### src/hw/csel_pkg.sv
// Constants and types shared by the clock source selection block
package csel_pkg;
	// Register addresses on the special-function register port
	localparam logic [7:0] ADDR_CLOCK_SOURCE_SELECT = 8'hA9;
	localparam logic [7:0] ADDR_HF_OSC_CONTROL = 8'hB2;
	localparam logic [7:0] ADDR_HF_OSC_CALIBRATION = 8'hB3;

	// Field positions in clock_source_select
	localparam int USB_SRC_LSB = 4;
	localparam int USB_SRC_MSB = 6;
	localparam int OUT_STYLE_BIT = 3;
	localparam int SYS_SRC_LSB = 0;
	localparam int SYS_SRC_MSB = 2;

	// Field positions in hf_osc_control
	localparam int HF_EN_BIT = 7;
	localparam int HF_RDY_BIT = 6;
	localparam int HF_SUSP_BIT = 5;
	localparam int HF_DIV_LSB = 0;
	localparam int HF_DIV_MSB = 1;

	// Reset values and calibration mask
	localparam logic [7:0] RST_CLOCK_SOURCE_SELECT = 8'h00;
	localparam logic RST_HF_EN = 1'b1;
	localparam logic [1:0] RST_HF_DIV = 2'h0;
	localparam logic [6:0] CAL_MASK = 7'h7F;

	// System clock source codes
	localparam logic [2:0] SYS_HF_POSTDIV = 3'h0;
	localparam logic [2:0] SYS_EXT = 3'h1;
	localparam logic [2:0] SYS_HF_DIV2 = 3'h2;
	localparam logic [2:0] SYS_HF = 3'h3;
	localparam logic [2:0] SYS_LF = 3'h4;

	// USB clock source codes
	localparam logic [2:0] USB_HF = 3'h0;
	localparam logic [2:0] USB_HF_DIV8 = 3'h1;
	localparam logic [2:0] USB_EXT = 3'h2;
	localparam logic [2:0] USB_EXT_DIV2 = 3'h3;
	localparam logic [2:0] USB_EXT_DIV3 = 3'h4;
	localparam logic [2:0] USB_EXT_DIV4 = 3'h5;
	localparam logic [2:0] USB_LF = 3'h6;

	// Divider ratios
	localparam int RATIO_W = 6;
	localparam logic [RATIO_W-1:0] RATIO_HF_PRE = 6'h04;
	localparam logic [RATIO_W-1:0] RATIO_1 = 6'h01;
	localparam logic [RATIO_W-1:0] RATIO_2 = 6'h02;
	localparam logic [RATIO_W-1:0] RATIO_3 = 6'h03;
	localparam logic [RATIO_W-1:0] RATIO_4 = 6'h04;
	localparam logic [RATIO_W-1:0] RATIO_8 = 6'h08;

	// Oscillator index used by the path multiplexers
	localparam logic [1:0] OSC_HF = 2'h0;
	localparam logic [1:0] OSC_EXT = 2'h1;
	localparam logic [1:0] OSC_LF = 2'h2;

	// Pin synchroniser depth
	localparam int SYNC_STAGES = 3;

	typedef enum logic [1:0] {
		SW_RUN = 2'b01,
		SW_HOLD = 2'b10
	} csel_sw_state_t;
endpackage

### src/hw/csel_div_if.sv
// Control bundle between a clock path and its edge divider
`timescale 1ns/1ps
interface csel_div_if;
	import csel_pkg::*;
	logic src;
	logic [RATIO_W-1:0] ratio;
	logic hold;
	logic out;
	modport ctl (output src, output ratio, output hold, input out);
	modport div (input src, input ratio, input hold, output out);
endinterface

### src/hw/csel_sync.sv
// Three-stage pin synchroniser that accepts a change once stages two and three agree
`timescale 1ns/1ps
module csel_sync #(
	parameter int WIDTH = 1
) (
	input wire logic core_clk,
	input wire logic resetn,
	input wire logic [WIDTH-1:0] pin,
	output logic [WIDTH-1:0] level
);
	import csel_pkg::*;
	logic [WIDTH-1:0] stage [SYNC_STAGES];

	// First stage feeds only the second
	always_ff @(posedge core_clk or negedge resetn) begin
		if (!resetn) begin
			for (int i = 0; i < SYNC_STAGES; i++) begin
				stage[i] <= '0;
			end
		end else begin
			stage[0] <= pin;
			for (int i = 1; i < SYNC_STAGES; i++) begin
				stage[i] <= stage[i-1];
			end
		end
	end

	always_ff @(posedge core_clk or negedge resetn) begin
		if (!resetn) begin
			level <= '0;
		end else begin
			for (int i = 0; i < WIDTH; i++) begin
				if (stage[1][i] == stage[2][i]) begin
					level[i] <= stage[2][i];
				end
			end
		end
	end
endmodule

### src/hw/csel_clkdiv.sv
// Edge-counting divider for an oscillator level sampled on the core clock
`timescale 1ns/1ps
module csel_clkdiv (
	input wire logic core_clk,
	input wire logic resetn,
	csel_div_if.div dv
);
	import csel_pkg::*;
	logic src_d;
	logic [RATIO_W-1:0] cnt;
	logic [RATIO_W-1:0] next_cnt;
	logic rise;

	assign rise = dv.src & ~src_d;
	assign next_cnt = (cnt >= dv.ratio - RATIO_1) ? '0 : cnt + RATIO_1;

	always_ff @(posedge core_clk or negedge resetn) begin
		if (!resetn) begin
			src_d <= 1'b0;
		end else begin
			src_d <= dv.src;
		end
	end

	// Hold parks the count so the first edge after release starts a full high phase
	always_ff @(posedge core_clk or negedge resetn) begin
		if (!resetn) begin
			cnt <= '0;
			dv.out <= 1'b0;
		end else if (dv.hold) begin
			cnt <= dv.ratio - RATIO_1;
			dv.out <= 1'b0;
		end else if (dv.ratio <= RATIO_1) begin
			cnt <= '0;
			dv.out <= dv.src;
		end else if (rise) begin
			cnt <= next_cnt;
			dv.out <= (next_cnt < (dv.ratio >> 1));
		end
	end
endmodule

### src/hw/csel_top.sv
// Clock source selection, high-frequency oscillator control and suspend gating
// What this block does
// - USB clock field bits 6:4 picks HF, HF/8, ext, ext/2, /3, /4, LF.
// - Select register bit 7 reads zero; writes to it are ignored.
// - Bit 3 chooses raw or port-resynchronised system clock on the crossbar output.
// - System code 001 external, 010 HF divided by two, 011 undivided HF.
// - System code 000 takes HF through divide-by-four then the post-divider.
// - System code 100 takes LF oscillator after its programmable divider.
// - After reset the system clock runs from HF path, select fields zero.
// - Post-divider after divide-by-four offers only ratios 1, 2, 4, 8.
// - Post-divider resets to divide-by-eight, 1.5 MHz from 48 MHz.
// - Writing one to control bit 5 suspends the internal oscillator.
// - Suspended on internal source, CPU and peripheral clocks stop until wake.
// - Wake restarts oscillator, CPU and peripherals; CPU continues after suspending write.
// - USB wake detection works during suspend even with transceiver disabled.
// - Calibration bits 6:0 set period; zero fastest, all ones slowest.
// - Calibration loads factory trim on the first cycle after reset release; bit 7 reads zero.
// - Post-divider codes 00 /8, 01 /4, 10 /2, 11 /1.
`timescale 1ns/1ps
module csel_top (
	input wire logic core_clk,
	input wire logic resetn,
	input wire logic [7:0] sfr_addr,
	input wire logic [7:0] sfr_wdata,
	input wire logic sfr_wr,
	input wire logic sfr_rd,
	output logic [7:0] sfr_rdata,
	input wire logic hf_osc_in,
	input wire logic ext_osc_in,
	input wire logic lf_osc_in,
	input wire logic [1:0] lf_divider,
	input wire logic vbus_in,
	input wire logic usb_activity_in,
	input wire logic [6:0] factory_trim,
	input wire logic crossbar_clk_en,
	output logic system_clock,
	output logic usb_clock,
	output logic crossbar_clk_out,
	output logic cpu_clk_run,
	output logic periph_clk_run,
	output logic hf_osc_run,
	output logic [6:0] hf_osc_trim
);
	import csel_pkg::*;

	localparam int NPATH = 2;
	localparam int SYS = 0;
	localparam int USB = 1;

	logic [2:0] usb_clock_source_field;
	logic crossbar_clock_out_style;
	logic [2:0] system_clock_source_field;
	logic hf_osc_enable;
	logic suspended;
	logic [1:0] hf_post_divider;
	logic [6:0] cal;
	logic trim_loaded;
	logic [4:0] pin_level;
	logic hf_s;
	logic ext_s;
	logic lf_s;
	logic vbus_s;
	logic usb_act_s;
	logic vbus_d;
	logic wake;
	logic clk_stop;
	logic sys_from_hf;
	logic port_sync;
	logic wr_sel;
	logic wr_ctl;
	logic wr_cal;
	logic [1:0] want_osc [NPATH];
	logic [RATIO_W-1:0] want_ratio [NPATH];
	logic [1:0] act_osc [NPATH];
	logic [RATIO_W-1:0] act_ratio [NPATH];
	csel_sw_state_t sw_state [NPATH];
	logic [NPATH-1:0] div_out;

	assign wr_sel = sfr_wr && (sfr_addr == ADDR_CLOCK_SOURCE_SELECT);
	assign wr_ctl = sfr_wr && (sfr_addr == ADDR_HF_OSC_CONTROL);
	assign wr_cal = sfr_wr && (sfr_addr == ADDR_HF_OSC_CALIBRATION);

	csel_sync #(
		.WIDTH(5)
	) u_sync (
		.core_clk(core_clk),
		.resetn(resetn),
		.pin({usb_activity_in, vbus_in, lf_osc_in, ext_osc_in, hf_osc_in}),
		.level(pin_level)
	);
	assign {usb_act_s, vbus_s, lf_s, ext_s, hf_s} = pin_level;

	// Select register; reserved codes leave the field untouched
	always_ff @(posedge core_clk or negedge resetn) begin
		if (!resetn) begin
			usb_clock_source_field <= RST_CLOCK_SOURCE_SELECT[USB_SRC_MSB:USB_SRC_LSB];
			crossbar_clock_out_style <= RST_CLOCK_SOURCE_SELECT[OUT_STYLE_BIT];
			system_clock_source_field <= RST_CLOCK_SOURCE_SELECT[SYS_SRC_MSB:SYS_SRC_LSB];
		end else if (wr_sel) begin
			if (sfr_wdata[USB_SRC_MSB:USB_SRC_LSB] <= USB_LF) begin
				usb_clock_source_field <= sfr_wdata[USB_SRC_MSB:USB_SRC_LSB];
			end
			crossbar_clock_out_style <= sfr_wdata[OUT_STYLE_BIT];
			if (sfr_wdata[SYS_SRC_MSB:SYS_SRC_LSB] <= SYS_LF) begin
				system_clock_source_field <= sfr_wdata[SYS_SRC_MSB:SYS_SRC_LSB];
			end
		end
	end

	// Oscillator control: enable and post-divider
	always_ff @(posedge core_clk or negedge resetn) begin
		if (!resetn) begin
			hf_osc_enable <= RST_HF_EN;
			hf_post_divider <= RST_HF_DIV;
		end else if (wr_ctl) begin
			hf_osc_enable <= sfr_wdata[HF_EN_BIT];
			hf_post_divider <= sfr_wdata[HF_DIV_MSB:HF_DIV_LSB];
		end
	end

	// Suspend flag; a suspending write beats a wake in the same cycle
	assign wake = usb_act_s || (vbus_s != vbus_d);
	always_ff @(posedge core_clk or negedge resetn) begin
		if (!resetn) begin
			suspended <= 1'b0;
			vbus_d <= 1'b0;
		end else begin
			vbus_d <= vbus_s;
			if (wr_ctl && sfr_wdata[HF_SUSP_BIT]) begin
				suspended <= 1'b1;
			end else if (wake) begin
				suspended <= 1'b0;
			end
		end
	end

	// Trim is sampled after reset release, never under the reset itself
	always_ff @(posedge core_clk or negedge resetn) begin
		if (!resetn) begin
			cal <= '0;
			trim_loaded <= 1'b0;
		end else if (!trim_loaded) begin
			cal <= factory_trim & CAL_MASK;
			trim_loaded <= 1'b1;
		end else if (wr_cal) begin
			cal <= sfr_wdata[6:0];
		end
	end

	// Requested source and ratio per path
	always_comb begin
		want_osc[SYS] = OSC_HF;
		want_ratio[SYS] = RATIO_HF_PRE << (2'h3 - hf_post_divider);
		case (system_clock_source_field)
			SYS_HF_POSTDIV: begin
				want_osc[SYS] = OSC_HF;
			end
			SYS_EXT: begin
				want_osc[SYS] = OSC_EXT;
				want_ratio[SYS] = RATIO_1;
			end
			SYS_HF_DIV2: begin
				want_osc[SYS] = OSC_HF;
				want_ratio[SYS] = RATIO_2;
			end
			SYS_HF: begin
				want_osc[SYS] = OSC_HF;
				want_ratio[SYS] = RATIO_1;
			end
			SYS_LF: begin
				want_osc[SYS] = OSC_LF;
				want_ratio[SYS] = RATIO_1 << lf_divider;
			end
			default: begin
				want_osc[SYS] = act_osc[SYS];
				want_ratio[SYS] = act_ratio[SYS];
			end
		endcase
	end

	always_comb begin
		want_osc[USB] = OSC_HF;
		want_ratio[USB] = RATIO_1;
		case (usb_clock_source_field)
			USB_HF: begin
				want_osc[USB] = OSC_HF;
			end
			USB_HF_DIV8: begin
				want_ratio[USB] = RATIO_8;
			end
			USB_EXT: begin
				want_osc[USB] = OSC_EXT;
			end
			USB_EXT_DIV2: begin
				want_osc[USB] = OSC_EXT;
				want_ratio[USB] = RATIO_2;
			end
			USB_EXT_DIV3: begin
				want_osc[USB] = OSC_EXT;
				want_ratio[USB] = RATIO_3;
			end
			USB_EXT_DIV4: begin
				want_osc[USB] = OSC_EXT;
				want_ratio[USB] = RATIO_4;
			end
			USB_LF: begin
				want_osc[USB] = OSC_LF;
			end
			default: begin
				want_osc[USB] = act_osc[USB];
				want_ratio[USB] = act_ratio[USB];
			end
		endcase
	end

	// Each path switches only while its output is low, then restarts clean
	for (genvar p = 0; p < NPATH; p++) begin : g_path
		csel_div_if dif ();

		assign dif.src = (act_osc[p] == OSC_EXT) ? ext_s :
			(act_osc[p] == OSC_LF) ? lf_s : hf_s;
		assign dif.ratio = act_ratio[p];
		assign dif.hold = (sw_state[p] == SW_HOLD);
		assign div_out[p] = dif.out;

		csel_clkdiv u_div (
			.core_clk(core_clk),
			.resetn(resetn),
			.dv(dif)
		);

		always_ff @(posedge core_clk or negedge resetn) begin
			if (!resetn) begin
				sw_state[p] <= SW_HOLD;
				act_osc[p] <= OSC_HF;
				act_ratio[p] <= (p == SYS) ? RATIO_HF_PRE << 2'h3 : RATIO_1;
			end else begin
				case (sw_state[p])
					SW_RUN: begin
						if ((want_osc[p] != act_osc[p] || want_ratio[p] != act_ratio[p])
							&& !dif.out) begin
							sw_state[p] <= SW_HOLD;
							act_osc[p] <= want_osc[p];
							act_ratio[p] <= want_ratio[p];
						end
					end
					SW_HOLD: begin
						sw_state[p] <= SW_RUN;
					end
					default: begin
						sw_state[p] <= SW_HOLD;
					end
				endcase
			end
		end
	end

	assign sys_from_hf = (act_osc[SYS] == OSC_HF);
	assign clk_stop = suspended && sys_from_hf;

	// Clock and gate outputs, all registered
	always_ff @(posedge core_clk or negedge resetn) begin
		if (!resetn) begin
			system_clock <= 1'b0;
			usb_clock <= 1'b0;
			cpu_clk_run <= 1'b1;
			periph_clk_run <= 1'b1;
			hf_osc_run <= RST_HF_EN;
			hf_osc_trim <= '0;
		end else begin
			system_clock <= div_out[SYS] && !clk_stop;
			usb_clock <= div_out[USB];
			cpu_clk_run <= !clk_stop;
			periph_clk_run <= !clk_stop;
			hf_osc_run <= hf_osc_enable && !suspended;
			hf_osc_trim <= cal;
		end
	end

	// Resynchronised copy lags the raw output by two cycles, matching port output timing
	always_ff @(posedge core_clk or negedge resetn) begin
		if (!resetn) begin
			port_sync <= 1'b0;
			crossbar_clk_out <= 1'b0;
		end else begin
			port_sync <= system_clock;
			if (!crossbar_clk_en) begin
				crossbar_clk_out <= 1'b0;
			end else if (crossbar_clock_out_style) begin
				crossbar_clk_out <= port_sync;
			end else begin
				crossbar_clk_out <= div_out[SYS] && !clk_stop;
			end
		end
	end

	// Read port; unmapped addresses answer zero
	always_ff @(posedge core_clk or negedge resetn) begin
		if (!resetn) begin
			sfr_rdata <= '0;
		end else if (sfr_rd) begin
			case (sfr_addr)
				ADDR_CLOCK_SOURCE_SELECT: begin
					sfr_rdata <= {1'b0, usb_clock_source_field, crossbar_clock_out_style,
						system_clock_source_field};
				end
				ADDR_HF_OSC_CONTROL: begin
					sfr_rdata <= {hf_osc_enable, hf_osc_enable && !suspended, suspended,
						3'h0, hf_post_divider};
				end
				ADDR_HF_OSC_CALIBRATION: begin
					sfr_rdata <= {1'b0, cal};
				end
				default: begin
					sfr_rdata <= 8'h00;
				end
			endcase
		end
	end
endmodule

### config.mk
export PLATFORM = sky130hd
export DESIGN_NAME = csel_top
export DESIGN_NICKNAME = d
export VERILOG_FILES = /design/src/hw/csel_pkg.sv /design/src/hw/csel_div_if.sv /design/src/hw/csel_sync.sv /design/src/hw/csel_clkdiv.sv /design/src/hw/csel_top.sv
export SDC_FILE = /design/constraint.sdc
export NUM_CORES = 1
export LEC_CHECK = 0
export ABC_AREA = 1
export BUFFER_PORTS_ARGS = -buffer_cell sky130_fd_sc_hd__clkbuf_2
export CAP_MARGIN = 20
export CORE_MARGIN = 2
export CORE_UTILIZATION = 55
export CTS_BUF_LIST = sky130_fd_sc_hd__clkbuf_16
export DETAILED_ROUTE_END_ITERATION = 6
export PLACE_DENSITY = 0.75
export RECOVER_POWER = 50
export SLEW_MARGIN = 0
export SYNTH_ARGS = -nofsm -noshare
export SYNTH_HDL_FRONTEND = slang
export SYNTH_SLANG_ARGS = --single-unit
### constraint.sdc
create_clock -name core_clk -period 4 [get_ports core_clk]
set_clock_uncertainty 0.05 [all_clocks]
set_input_delay 0 -clock core_clk [delete_from_list [all_inputs] [get_ports core_clk]]
set_output_delay 0 -clock core_clk [all_outputs]
set_load 0.005 [all_outputs]
==> flow_summary.yaml, run 1 <==
status:
  status: "complete, but fails checks"
  violations: "max-capacitance violations, max-slew violations"
cts:
  cts_buffer_depth: 2
  clock-sinks: 97
  post_cts_buffers: 0
  cts_made_buffers: 9
  cts_max_level: 3
  clk_pin_slew_worst_paths_ps: 70
  root_buffer: "clkbuf_16"
  cts_tree: "yes"
  clk_latency_ps: 350
synthesis:
  syn-instance-count: 675
  yosysMostFrequentCell: "nand2_1"
  syn-mean-instance-area_sq_um: 7.96
  muxShareOfSynthArea_pct: 0
  synth_common_cells: "nand2_1, inv_1, dfrtp_1"
  synth_nets: 736
  synth_fa_ha_area_share_pct: 6.98
  yosys.area.top_type: "dfrtp_1"
  ys_seq_elements: 97
  synth-simple-area-share_pct: 24.7
  synth_area_sq_mm: 0.00537
  synth_top_family_by_area: "simple AND/OR/NAND/NOR gates"
  ys.warnings.count: 0
  synth_area_leaders: "dfrtp_1, nand2_1, inv_1"
  synthFlopType: "dfrtp_1"
  yosys.area.top_type_share_pct: 41.9
  synth_cell_types: 44
  synth_xor_area_share_pct: 2.12
  async_flop_share_pct: 100
  synth_compound_area_share_pct: 11.5
  synth_edf_count: 0
  ys_seq_area_share_pct: 45.3
power_and_ir_drop:
  power_leakage_nw: 3.24
  power.share.clock_pct: 21.1
  seqPwrFrac_pct: 32.5
  p_sw_share_pct: 43.1
  switchingPower_mw: 1.79
  ir_worst_vdd_uv: 300
  cellPowerDensity_mw_per_mm2: 661
  comb_power_share_pct: 46.3
  intPower_mw: 2.37
detailed_routing:
  routed_wl_mm: 12.3
  drcViolationCount: 0
  first_iter_violations: 314
  wire_per_inst_microns: 13.7
  avgViaCountPerCell: 5.24
  dr.pass1.iters: 5
  final_antenna_net_count: 0
  vias: 4696
timing:
  period_share_pct: 79.4
  slew_headroom_pct: -7.97
  grt_setup_unrepaired: "no"
  hold_viol: 0
  tightestPinTransition_ps: 1620
  timing.fmax_mhz: 315
  whs_ps: 27.4
  min_period_ps: 3180
  timing.setup.tns_ps: 0
  maxSlewViolCount: 69
  finalSetupViolCount: 0
setup_path:
  startpoint_type: "flop"
  end_kind: "flop"
  path_class: "reg -> reg"
  worst_ep_required_time_ps: 4240
  cp_max_fo: 6
  arrival_ps: 3420
global_routing:
  overflow: 0
  grt_antenna_before_repair: 0
  grt_use_total_pct: 24.6
  grt_max_degree: 69
  grt_pass1_wl_mm: 20.5
  grt_pass1_vias: 4558
placed_design:
  port_buffers: 55
  gp_congestion: 0.933
  dpl.cell_count: 855
  dpl.hpwl_mm: 8.85
floorplan:
  die_h_microns: 103
  core_area_sq_mm: 0.00964
  die-area_sq_mm: 0.0106
  initial_core_util_pct: 55.8
  ios: 56
  die_w_microns: 103
  rows: 36
cells_and_area:
  nets: 820
  antenna_cells: 0
  instances_no_fill: 897
  utilization_pct: 65.3
  area_growth_pct: 17.2
  drive_gt1_share_pct: 13.1
hold_path:
  min_path_type: "in -> reg"
run:
  cap_viol_max_count: 1
==> power groups by stage <==
stage,clock (mW),combinational (mW),sequential [mW]
2_1_floorplan,0,1.48,1.32
3_3_place_gp,0,1.81,1.35
3_5_place_dp,0,1.88,1.37
4_1_cts,0.891,1.92,1.35
5_1_grt,0.928,2.23,1.38
6_report,0.880,1.93,1.35
==> flip-flops by register name, summed over array words and instances (netlist names), 2 cells and up <==
signal and count:
g_path.u_div.src_d 2, u_sync.level 5, system_clock_source_field 3, g_path.dif.ratio 12, sfr_rdata 8, cal 7, act_osc 4, g_path.u_div.dv.out 2
g_path.u_div.cnt 12, usb_clock_source_field 3, hf_osc_trim 7, hf_post_divider 2, u_sync.stage 15, sw_state 4
==> per-stage QoR <==
stage	instance area (sq um)	setup slack [ps]	power, mW
after floorplan	5370	1190	2.80
after global placement	5750	1080	3.16
after detailed placement	5750	883	3.24
after CTS	6320	850	4.16
after global routing	6300	427	4.53
final	6300	825	4.16
==> final cells by class <==
class                           instances  area, sq um
Clock buffer                            9          225
Clock inverter                          7         78.8
Fill cell                             813         3340
Inverter                              114          428
Multi-Input combinational cell        455         2440
Sequential cell                        97         2440
Tap cell                              133          166
Timing Repair Buffer                   82          524
==> worst paths after layout <==
path	from	end	slack, ps	depth (start not counted)
hold reg to reg	u_sync.stage[10]	u_sync.stage[5]	300	0
max in group asynchronous	resetn	sw_state[1]	2130	3
min in group asynchronous	resetn	g_path[1].dif.ratio[5]	550	2
hold / removal	sfr_addr[0]	sfr_rdata[7]	30	4
setup reg to reg	g_path[1].dif.ratio[0]	g_path[1].u_div.dv.out	820	23
setup / recovery	g_path[1].dif.ratio[0]	g_path[1].u_div.dv.out	820	23
==> kinds of logic (layout without fill, tap and decap cells) <==
kind of cell    Yosys count  after routing
other cells               1              1
flops                    97             97
xor+xnor                 13             13
simple gates            301            301
buf+inv                 123            212
fa+ha+maj                31             31
compound gates          109            109
==> critical path, stage by stage (launching register included) <==
cell	delay (ps)
dfstp_2	580
inv_1	120
ha_1	260
nand2_1	80
nor2_1	40
xor2_1	170
ha_1	260
nand2_1	80
inv_1	50
nand2_1	60
nand2_1	40
inv_1	70
nand2_1	110
inv_1	90
o21ai_0	80
a21oi_1	180
ha_1	280
a21oi_1	150
o211ai_1	110
inv_1	60
nand2_1	40
nand2_1	50
nand2_1	50
nand2_1	50
==> layer usage <==
layer	global-route usage, %	vias up	routed length (microns)
li1	-	2341	-
met1	32.0	2170	5380
met2	40.9	150	5920
met3	3.53	35	563
met4	11.6	0	386
met5	0	-	0
==> layout by cell type (no fill, tap or decap), drive strengths merged, types with 2 or more instances in the layout <==
cell,instances
a21oi,32
a22oi,4
a31oi,3
buf,2
clkbuf,63
clkinv,5
dfrtp,90
dfstp,7
dlygate4sd3,26
ha,26
inv,114
maj3,5
nand2,185
nand3,32
nand4,19
nor2,56
nor3,6
o211ai,8
o21ai,51
o221ai,3
o22ai,4
o31ai,2
xnor2,3
xor2,10
==> what timing repair did <==
action                                  in CTS  in global routing
endpoints found under the setup margin       0                  0
resized for setup                            0                  0
hold buffers                                26                  0
hold endpoints to repair                    94                  0
Note: power is estimated with default switching activity, not from simulation.
==> run 2: changes to the inputs <==
- ABC_AREA: 1 -> 0
- clock period: 4 -> 3.1 ns (I/O delays scaled with it)
==> run 2 against run 1 <==
Compared with the run above: the flow still finishes with violations (max-capacitance violations, max-slew violations); sequential power grew 31%; first-iteration DRC count is 37% lower; synthesized cell count down 24%; count of clock-buffer cells in the layout did not move; die area fell by 1.8%; combinational power increased by 58%; final cell count shrank 17%; cell area rose by 3.2%; worst setup slack worse by 770 ps; synthesized area decreased by 1.9%; sequential share of layout area shrank 1.1 points; worst hold slack gained 68 ps; highest routed layer unchanged.
==> flow_summary.yaml, run 2 <==
cells_and_area:
  largest_register_ffs: 15
  final_common_cell: "dfrtp_1"
  utilization_pct: 70.0
  drive_gt1_share_pct: 23.0
  nets: 668
  area_growth_pct: 23.2
  antenna_cells: 0
  final_cell_mix: "dfrtp_1, clkbuf_2, inv_1"
  top_regs: "u_sync.stage: 15 flops, g_path.dif.ratio: 12 flops, g_path.u_div.cnt: 12 flops"
  largest_register: "u_sync.stage"
  instances_no_fill: 741
global_routing:
  grt_pass1_vias: 4475
  overflow: 0
  grt_pass1_wl_mm: 21.5
  grt_max_degree: 70
  grt_use_total_pct: 26.2
  grt_antenna_before_repair: 0
setup_path:
  arrival_ps: 3210
  startpoint_type: "flop"
  r2r_end: "g_path[1].u_div.dv.out"
  crit_top_cell: "o21ai_1"
  end_kind: "flop"
  slowest_delay_ps: 440
  r2r_setup_slack_ps: 50
  cp_max_fo: 5
  critPathSlowestCell: "dfrtp_1"
  reg2regPathDepth: 12
  path_class: "reg -> reg"
  crit_chain: "nor3_2 > xnor2_2 > ha_1 > a2111oi_4 > o21ai_1 > buf_4 > a21oi_4 > ha_2 > o21a_1 > o21ai_1 > a311oi_1 > o22ai_1"
  worstReg2RegStart: "g_path[1].dif.ratio[2]"
  worst_ep_required_time_ps: 3260
timing:
  finalSetupViolCount: 0
  hold_viol: 0
  tightestPinTransition_ps: 1710
  maxSlewViolCount: 70
  timing.fmax_mhz: 328
  grt_setup_unrepaired: "yes"
  timing.setup.tns_ps: 0
  whs_ps: 95.0
  period_share_pct: 98.3
  min_period_ps: 3050
  slew_headroom_pct: -14.3
cts:
  cts_made_buffers: 9
  clk_latency_ps: 340
  clk_pin_slew_worst_paths_ps: 70
  cts_buffer_depth: 2
  cts_tree: "yes"
  cts_max_level: 3
  root_buffer: "clkbuf_16"
  clock-sinks: 97
detailed_routing:
  wire_per_inst_microns: 17.5
  dr.pass1.iters: 5
  final_antenna_net_count: 0
  routed_wl_mm: 13.0
  avgViaCountPerCell: 5.95
  drcViolationCount: 0
  first_iter_violations: 198
  vias: 4408
synthesis:
  yosys.area.top_type: "dfrtp_1"
  synth_cell_types: 72
  ys_seq_elements: 97
  synth_area_sq_mm: 0.00527
  synth_common_cells: "dfrtp_1, inv_1, nor2_1"
  async_flop_share_pct: 100
  ys_seq_area_share_pct: 46.2
  yosysMostFrequentCell: "dfrtp_1"
  ys.warnings.count: 0
  yosys.area.top_type_share_pct: 42.7
  syn-mean-instance-area_sq_um: 10.3
  synthFlopType: "dfrtp_1"
  synth_area_leaders: "dfrtp_1, ha_1, mux2i_1"
  synth_nets: 575
  synth_edf_count: 0
  syn-instance-count: 514
run:
  cap_viol_max_count: 1
placed_design:
  dpl.hpwl_mm: 8.68
  dpl.cell_count: 686
  port_buffers: 55
  gp_congestion: 0.921
floorplan:
  ios: 56
  core_area_sq_mm: 0.00928
  die_h_microns: 102
  rows: 35
  die-area_sq_mm: 0.0104
  die_w_microns: 102
  initial_core_util_pct: 56.8
status:
  violations: "max-capacitance violations, max-slew violations"
  status: "complete, but fails checks"
hold_path:
  min_to: "g_path[0].dif.ratio[0]"
  worstHoldStart: "lf_divider[1]"
  whs_path_depth: 4
  min_path_type: "in -> reg"
power_and_ir_drop:
  ir_worst_vdd_uv: 754
  cellPowerDensity_mw_per_mm2: 909
  power_mw: 5.90
  power_leakage_nw: 2.81
[run 2: cell count changes after synthesis, moves of 16 or more]
cell	previous run	this run
nand4_1	17	1
nor2_1	50	31
inv_1	96	35
mux2i_1	0	21
o21ai_1	22	1
nand3_1	26	8
nand2_1	180	26
[run 2: critical path: cells and delay by family (launching register included)]
kind            cells  cell delay (ps)
simple gates        1              290
xor+xnor            1              120
flops               1              440
buf+inv             1              190
compound gates      7             1250
fa+ha+maj           2              570
[run 2: cell families (layout without fill, tap and decap cells)]
family,count (synthesis),count (layout),share of synthesized area (%)
simple gates,132,132,13.8
buf+inv,60,158,4.70
mux,35,35,7.05
compound gates,139,139,17.9
fa+ha+maj,31,31,7.12
flops,97,97,46.2
other cells,1,1,0.0711
xor+xnor,19,19,3.16
[run 2: repair_timing]
action | CTS | global route
setup endpoints to repair | 2 | 2
hold buffers | 30 | 0
setup buffers | 2 | 6
gates resized for setup | 9 | 34
pin swaps | 0 | 8
hold endpoints to repair | 95 | 0
[run 2: metal layers]
layer | wire (microns) | GRT usage (%) | up-vias
met4 | 235 | 7.38 | 0
met2 | 6620 | 44.3 | 151
li1 | - | - | 2048
met3 | 658 | 4.92 | 23
met5 | 0 | 0 | -
met1 | 5480 | 34.7 | 2186
[run 2: metrics by stage]
step / setup WS [ps] / instance area, sq um
finish: 52.1 / 6490
global route: -94.6 / 6490
floorplan: 7.35 / 5270
CTS: 2.39 / 6320
global placement: 96.2 / 5690
detailed placement: -168 / 5690
[run 2: final cells by class]
type / instances / area, sq um
multi-input combinational: 357 / 2760
clock inverter: 7 / 60.1
inverter: 35 / 131
timing repair buffer: 107 / 723
sequential: 97 / 2440
fill: 694 / 2790
clock buffer: 9 / 225
tap: 129 / 161
[run 2: power breakdown]
part / internal [mW] / switching [mW] / total, mW
registers: 1.50 / 0.272 / 1.77
logic: 1.45 / 1.60 / 3.05
clock network: 0.560 / 0.516 / 1.08
[run 2: how the worst max path moves through the flow]
stage,endpoint,from,depth (start not counted),slack [ps]
finish,g_path[1].u_div.dv.out,g_path[1].dif.ratio[2],12,50
CTS,g_path[1].u_div.dv.out,g_path[1].dif.ratio[0],13,2
floorplan,g_path[0].u_div.dv.out,g_path[0].dif.ratio[1],15,7
global route,g_path[1].u_div.dv.out,g_path[1].dif.ratio[2],12,-90
detailed placement,g_path[1].u_div.dv.out,g_path[1].dif.ratio[0],12,-170
global placement,g_path[0].u_div.dv.out,g_path[0].dif.ratio[0],11,100
